--- src/verilog/cmp_ctrl_regs.svh ---
// Register offsets, field positions and reset values for the comparator control bank.
// Assumes a simple synchronous peripheral register port with byte offsets.
`ifndef CMP_CTRL_REGS_SVH
`define CMP_CTRL_REGS_SVH
`define OFS_IRQ_ENABLE 5'h00
`define OFS_IRQ_STATUS 5'h04
`define OFS_CONFIG_LOCK 5'h0C
`define OFS_CMP_CONTROL 5'h10
`define OFS_FILTER_CONFIG 5'h14
`define OFS_FILTER_PRESCALER 5'h18
`define CTRL_WR_MASK 16'h7B9F
`define FILC_WR_MASK 32'h000007FF
`define FILP_WR_MASK 32'h0000FFFF
`define CTRL_OUT_BIT 17
`define CTRL_POL_BIT 11
`define REG_RESET 32'h00000000
`endif

--- src/verilog/cmp_ctrl_pkg.sv ---
// Types shared by the comparator control bank.
// Assumes the register header is compiled alongside.
package cmp_ctrl_pkg;
    typedef struct packed {
        logic        wr;
        logic        rd;
        logic [4:0]  addr;
        logic [31:0] wdata;
    } reg_req_s;
endpackage

--- src/verilog/comparator_ctrl_regs.sv ---
// Software-visible control bank of the analog comparator.
// Assumes cmp_raw_i is asynchronous analog comparator output; register port is synchronous.
// Assumes the register header and the type package are compiled before this file.
// Assumes requests are single-cycle strobes that never need a wait state.
`include "cmp_ctrl_regs.svh"
`timescale 1ns/10ps
`default_nettype none
module comparator_ctrl_regs (
    input wire logic sys_clk_i,                   // System clock, 100 MHz.
    input wire logic rst_i,                       // Synchronous active-high reset.
    input wire cmp_ctrl_pkg::reg_req_s req_i,     // Register request.
    input wire logic cmp_raw_i,                   // Raw comparator result.
    output logic [31:0] rdata_o,                  // Registered read data.
    output logic [31:0] control_o,                // Control register contents.
    output logic [31:0] filter_config_o,          // Filter configuration contents.
    output logic [31:0] filter_prescaler_o,       // Filter prescaler contents.
    output logic irq_o                            // Interrupt request.
);
    import cmp_ctrl_pkg::*;

    // The bank is a plain register file with one event source. Every access
    // completes at the edge that samples its strobe, so there is no wait state
    // and no error response. Reads return data one cycle later on rdata_o,
    // which then holds until the next read.

    // Software-visible bits of the one-bit registers.
    logic irq_permit_bit_r;
    logic irq_pending_bit_r;
    logic write_once_freeze_bit_r;
    // Remembers that the single lock write since reset has been spent.
    logic lock_used_r;
    // Synchroniser stages for the asynchronous comparator level.
    logic [2:0] sync_r;
    // Polarity-adjusted comparator result and its value one cycle earlier.
    logic out_r;
    logic out_prev_r;
    logic sync_agree;
    logic out_rise;
    logic [31:0] rdata_nxt;

    // Address match used by the write strobes; the read multiplexer decodes with its own case.
    function automatic logic hit(input logic [4:0] a, input logic [4:0] ofs);
        hit = (a == ofs);
    endfunction

    // Widens a one-bit register to a bus word with its reserved bits at 0.
    function automatic logic [31:0] one_bit_word(input logic b);
        one_bit_word = {31'h0, b};
    endfunction

    wire wr_en = req_i.wr && hit(req_i.addr, `OFS_IRQ_ENABLE);
    wire wr_st = req_i.wr && hit(req_i.addr, `OFS_IRQ_STATUS);
    wire wr_lk = req_i.wr && hit(req_i.addr, `OFS_CONFIG_LOCK);
    wire frozen = write_once_freeze_bit_r;

    // Writes to the three configuration registers are gated by the lock here,
    // once, so that every register process below sees the same decision.
    wire wr_ctrl = req_i.wr && !frozen && hit(req_i.addr, `OFS_CMP_CONTROL);
    wire wr_filc = req_i.wr && !frozen && hit(req_i.addr, `OFS_FILTER_CONFIG);
    wire wr_filp = req_i.wr && !frozen && hit(req_i.addr, `OFS_FILTER_PRESCALER);

    // The last two synchroniser stages must agree before the result moves,
    // which adds no latency to a clean change but keeps a level that is still
    // settling away from the pending logic.
    assign sync_agree = (sync_r[1] == sync_r[2]);

    // The pending bit reacts to the moment the adjusted result becomes 1,
    // not to its level, so a result that stays high does not re-arm it
    // after software has cleared it.
    assign out_rise = out_r && !out_prev_r;

    // Three-stage synchroniser. Only the second stage reads the first, since
    // the first may still be resolving when it is sampled.
    always_ff @(posedge sys_clk_i) begin
        if (rst_i) begin
            sync_r <= 3'h0;
        end else begin
            sync_r <= {sync_r[1:0], cmp_raw_i};
        end
    end

    // Polarity is applied after the synchroniser, so a change of polarity
    // moves the result without waiting for the pin and may raise pending.
    always_ff @(posedge sys_clk_i) begin
        if (rst_i) begin
            out_r <= 1'b0;
        end else if (sync_agree) begin
            out_r <= sync_r[2] ^ control_o[`CTRL_POL_BIT];
        end
    end

    // Resetting to 0 matches the idle result, so no false edge follows reset.
    always_ff @(posedge sys_clk_i) begin
        if (rst_i) begin
            out_prev_r <= 1'b0;
        end else begin
            out_prev_r <= out_r;
        end
    end

    // Only bit 0 is stored; reserved bits are not kept and always read as 0.
    always_ff @(posedge sys_clk_i) begin
        if (rst_i) begin
            irq_permit_bit_r <= 1'b0;
        end else if (wr_en) begin
            irq_permit_bit_r <= req_i.wdata[0];
        end
    end

    // Rising edge of the adjusted result sets pending while the permit bit is 1; set wins over a same-cycle clear.
    always_ff @(posedge sys_clk_i) begin
        if (rst_i) begin
            irq_pending_bit_r <= 1'b0;
        end else if (irq_permit_bit_r && out_rise) begin
            irq_pending_bit_r <= 1'b1;
        end else if (wr_st && !req_i.wdata[0]) begin
            irq_pending_bit_r <= 1'b0;
        end
    end

    // Any first write to the lock register spends the single chance, even a
    // write of 0, so software that means to lock must write 1 the first time.
    // Only a reset gives the chance back.
    always_ff @(posedge sys_clk_i) begin
        if (rst_i) begin
            write_once_freeze_bit_r <= 1'b0;
            lock_used_r <= 1'b0;
        end else if (wr_lk && !lock_used_r) begin
            write_once_freeze_bit_r <= req_i.wdata[0];
            lock_used_r <= 1'b1;
        end
    end

    // Control keeps the live output in its read-only bit regardless of the lock.
    // Reserved bits are masked on write so that they always read back as 0.
    always_ff @(posedge sys_clk_i) begin
        if (rst_i) begin
            control_o <= `REG_RESET;
        end else begin
            control_o[`CTRL_OUT_BIT] <= out_r;
            if (wr_ctrl) begin
                control_o[15:0] <= req_i.wdata[15:0] & `CTRL_WR_MASK;
            end
        end
    end

    // Filter configuration; the filter itself lives beside the analog core.
    always_ff @(posedge sys_clk_i) begin
        if (rst_i) begin
            filter_config_o <= `REG_RESET;
        end else if (wr_filc) begin
            filter_config_o <= req_i.wdata & `FILC_WR_MASK;
        end
    end

    // Filter clock divider; reserved upper bits are dropped by the mask.
    always_ff @(posedge sys_clk_i) begin
        if (rst_i) begin
            filter_prescaler_o <= `REG_RESET;
        end else if (wr_filp) begin
            filter_prescaler_o <= req_i.wdata & `FILP_WR_MASK;
        end
    end

    // The request line is registered so that it comes straight from a flop;
    // it therefore trails the pending bit by one cycle. Clearing the permit
    // bit drops the line without losing the pending event.
    always_ff @(posedge sys_clk_i) begin
        if (rst_i) begin
            irq_o <= 1'b0;
        end else begin
            irq_o <= irq_pending_bit_r && irq_permit_bit_r;
        end
    end

    // Read multiplexer. Unmapped offsets, including the reserved hole between
    // status and lock, read as 0. Locked registers still read normally.
    always_comb begin
        rdata_nxt = `REG_RESET;
        case (req_i.addr)
            `OFS_IRQ_ENABLE: rdata_nxt = one_bit_word(irq_permit_bit_r);
            `OFS_IRQ_STATUS: rdata_nxt = one_bit_word(irq_pending_bit_r);
            `OFS_CONFIG_LOCK: rdata_nxt = one_bit_word(write_once_freeze_bit_r);
            `OFS_CMP_CONTROL: rdata_nxt = control_o;
            `OFS_FILTER_CONFIG: rdata_nxt = filter_config_o;
            `OFS_FILTER_PRESCALER: rdata_nxt = filter_prescaler_o;
            default: rdata_nxt = `REG_RESET;
        endcase
    end

    // Read data loads only on a read strobe and holds between reads, so a
    // slow master may sample it any time before its next read.
    always_ff @(posedge sys_clk_i) begin
        if (rst_i) begin
            rdata_o <= `REG_RESET;
        end else if (req_i.rd) begin
            rdata_o <= rdata_nxt;
        end
    end
endmodule
`default_nettype wire

--- config.mk ---
export PLATFORM = sky130hd
export DESIGN_NAME = comparator_ctrl_regs
export DESIGN_NICKNAME = d
export VERILOG_FILES = /design/src/verilog/cmp_ctrl_pkg.sv /design/src/verilog/comparator_ctrl_regs.sv
export VERILOG_INCLUDE_DIRS = /design/src /design/src/verilog
export SDC_FILE = /design/constraint.sdc
export NUM_CORES = 1
export LEC_CHECK = 0
export CORE_ASPECT_RATIO = 0.75
export CORE_MARGIN = 8
export CORE_UTILIZATION = 59
export CTS_BUF_LIST = sky130_fd_sc_hd__clkbuf_8
export CTS_CLUSTER_DIAMETER = 120
export CTS_CLUSTER_SIZE = 24
export DETAILED_ROUTE_END_ITERATION = 6
export DONT_BUFFER_PORTS = 1
export PLACE_DENSITY = 0.75
export SLEW_MARGIN = 20
export SYNTH_ARGS = -nofsm -noshare
export SYNTH_HDL_FRONTEND = slang
export SYNTH_SLANG_ARGS = --single-unit
--- constraint.sdc ---
create_clock -name sys_clk_i -period 2.6 [get_ports sys_clk_i]
set_input_delay 0.52 -clock sys_clk_i [delete_from_list [all_inputs] [get_ports sys_clk_i]]
set_output_delay 0.52 -clock sys_clk_i [all_outputs]
set_load 0.1 [all_outputs]
==> summary.md <==
| Metric | Value |
|---|---|
| Worst-path clk slew | 70 ps |
| Worst skew pair latency | 340 ps |
| Synthesized area per cell | 9.817 um^2 |
| N_diodes | 0 |
| Achievable Freq | 0.6429 GHz |
| Global route overflow | 0 |
| Via count | 2482 |
| Drt first pass iters | 4 |
| Fin Hold WS | 273.6 ps |
| Layout cells sized above 1 | 0.2087 |
| Clock sinks | 66 |
| Seq/Total Area, Yosys | 0.3759 |
| Yosys reg bits | 66 |
| EDFF count, synth | 0 |
| Synth warn | 0 |
| Leading area contributor after synthesis | dfxtp_1 |
| Top_reg_cell synth | dfxtp_1 |
| Area of the multi-input gates | 1818 um^2 |
| Core ar. | between 5000 and 6000 um^2 |
| Final design utilization | 0.6708 |
| IO Port Bufs | 0 |
| Reg area | 1321 um^2 |
| Max incr delay on CP | about 380 ps |
| Post-place setup slack | 733.3 ps |
| Global-route wire length before repair | 13030 um |
| Reg2Reg Depth | 3 |
| Post-route ant nets | 0 |
| Netlist cell types | 45 |
| HP Start | rst_i |
| Hold buffers post-CTS | 0 |
| Largest net degree at the start of global routing | 70 |
| Worst-path cell chain | buf_4 |
| Setup crit start kind | flop |
| Top-count cell post-synth | buf_4 |
| Final instance area | 3887 um^2 |
| Total Wirelength | 8257 um |
| WP data arrival | 1040 ps |
| # rows | 24 |
| Area of the mapped netlist | ~3500 um^2 |
| Reg2reg end | filter_config_o[0] |
| Fin. max-slew vios | 0 |
| R2R Setup Slk | 1100 ps |
| Post-CTS Setup Bufs | 0 |
| CTS Root Buffer Type | clkbuf_8 |
| P&R area growth vs syn | 10.61% |
| Leak pwr | 1.766 nW |
| Nets | 450 |
| Reg-to-reg startpoint | frozen |
| RSZ-0062 raised after global routing | no |
| Maximum vdd ir drop | 364.1 uV |
| Worst Hold Path Cells | 1 |
| DP Area | 3702 um^2 |
| Die area | 8708 um^2 |
| Final Critical Period | around 1600 ps |
| Bufs on Longest Clock Path | 2 |
| Hold Crit Class | input pin to flop |
| # fillers | roughly 490 |
| Max_slew headroom | 0.4113 |
| DRC viols | 0 |
| Gpl congestion | 0.7697 |
| CP max stage cell | dfxtp_1 |
| Final setup margin | 1044 ps |
| Yosys top cell area share | 0.3759 |
| Critical-path maximum fanout | 2 |
| # setup viols final | 0 |
| Die extent in x | 105.1 um |
| Number of global-route vias before repair | 2553 |
| Worst path buffer plus inverter count | 1 |
| Crit path required time | 2080 ps |
| All-Layer GR Usage | 0.1829 |
| Maximum capacitance violations | 0 |
| Worst Hold Path EP | rdata_o[15] |
| CTS buffer count | 9 |
| Worst-Margin Slew | between 800 and 900 ps |
| CTS resizes | 0 |
| HPWL Detailed | 6411 um |
| P per Cell Area | 618.0 nW/um^2 |
| CTS tree | yes |
| Top cells by count, synth | 72 x buf_4, 66 x dfxtp_1, 61 x nand2b_1, 48 x mux2i_1, 13 x clkbuf_1 |
| Final period utilization | 0.5983 |
| Crit end category | output port |
| Ports | 171 |
| Wirelength per Cell | between 15 and 20 um |
| Mapped Cells | around 360 |
| Starting Density | 0.6064 |
| Antenna violations before repair | 0 |
| Final Skew | 8.302 ps |
| CTS HTree Levels | 3 |
| Final Hold Viols | 0 |
| Drt initial violations | 113 |
| Async S/R FF share, synth | 0 |
| Path type of the worst setup path | flop to output port |
| DR vias/cell | ~5.1 |
| Critical path's top delay family | flip-flops |
| Synth top area cells | dfxtp_1 38%, buf_4 15%, mux2i_1 14% |
| Die Span Y | roughly 83 um |
| TNS Setup | 0 ps |
| Status | finished clean |
[metal layers]
metal / up-vias / track usage / part of all wire
met5: - / 0 / 0
met4: 0 / 0.04522 / 0.0082
met3: 8 / 0.08642 / 0.10
met2: 128 / 0.2796 / 0.44
met1: 1150 / 0.2262 / 0.45
li1: 1196 / - / -
[worst max-delay path by stage]
stage,slack (ps),end,start,cells past startpoint
global placement,750,rdata_o[6],req_i[33],3
CTS,1040,control_o[14],control_o[14],1
floorplan,790,filter_prescaler_o[0],req_i[34],5
detailed placement,730,rdata_o[10],req_i[33],3
global route,1010,control_o[13],control_o[13],1
finish,1040,rdata_o[8],rdata_o[8],1
[sequential cells by signal, indices dropped and copies added, names as in the netlist]
| name | cells |
|---|---|
| rdata_o | 17 |
| filter_prescaler_o | 16 |
| control_o | 13 |
| filter_config_o | 11 |
| sync_r | 3 |
| frozen | 1 |
| irq_o | 1 |
| irq_pending_bit_r | 1 |
| irq_permit_bit_r | 1 |
| lock_used_r | 1 |
| out_r | 1 |
[placed cells by master, fill, tap and decap left out, types with 5 or more instances in the layout]
master / n
a221o_1: 7
dfxtp_1: 66
a21oi_1: 6
nor2b_1: 5
nand2b_1: 61
clkbuf_8: 10
mux2i_1: 48
and2_1: 6
a22o_1: 7
buf_4: 61
conb_1: 71
o22ai_1: 7
nand4b_1: 7
[per-stage QoR]
| step | cells | power [mW] |
|---|---|---|
| final | 490 | 2.402 |
| after global routing | 490 | 2.472 |
| after CTS | 490 | 2.413 |
| after detailed placement | 475 | 1.603 |
| after global placement | 475 | 1.600 |
| after floorplan | 428 | 1.691 |
[power breakdown]
part           leakage (nW)  internal (mW)  total, mW  switching, mW
registers             0.532           1.02       1.02        0.00380
clock network         0.105          0.453      0.818          0.364
logic                  1.13         0.0426      0.563          0.521
total                  1.77           1.51       2.40          0.889
[cell families after synthesis]
logic type                after synthesis  share of synthesized area
other                                   1                   0.001067
xor gates and xnor gates                1                   0.002492
and+or+nand+nor                       110                     0.2157
AOI/OAI and AO/OA                      38                    0.08473
DFF                                    66                     0.3759
buffers and inverters                  94                     0.1833
muxes                                  48                     0.1367
[layout make-up]
cell class | count | area share
clock inverter | 5 | 0.01223
sequential | 66 | 0.3399
timing repair buffer | 61 | 0.1178
multi-input combinational | 268 | 0.4677
tap | 78 | 0.02510
clock buffer | 10 | 0.03540
inverter | 2 | 0.001931
No activity file was read; power rests on OpenSTA's default activity.
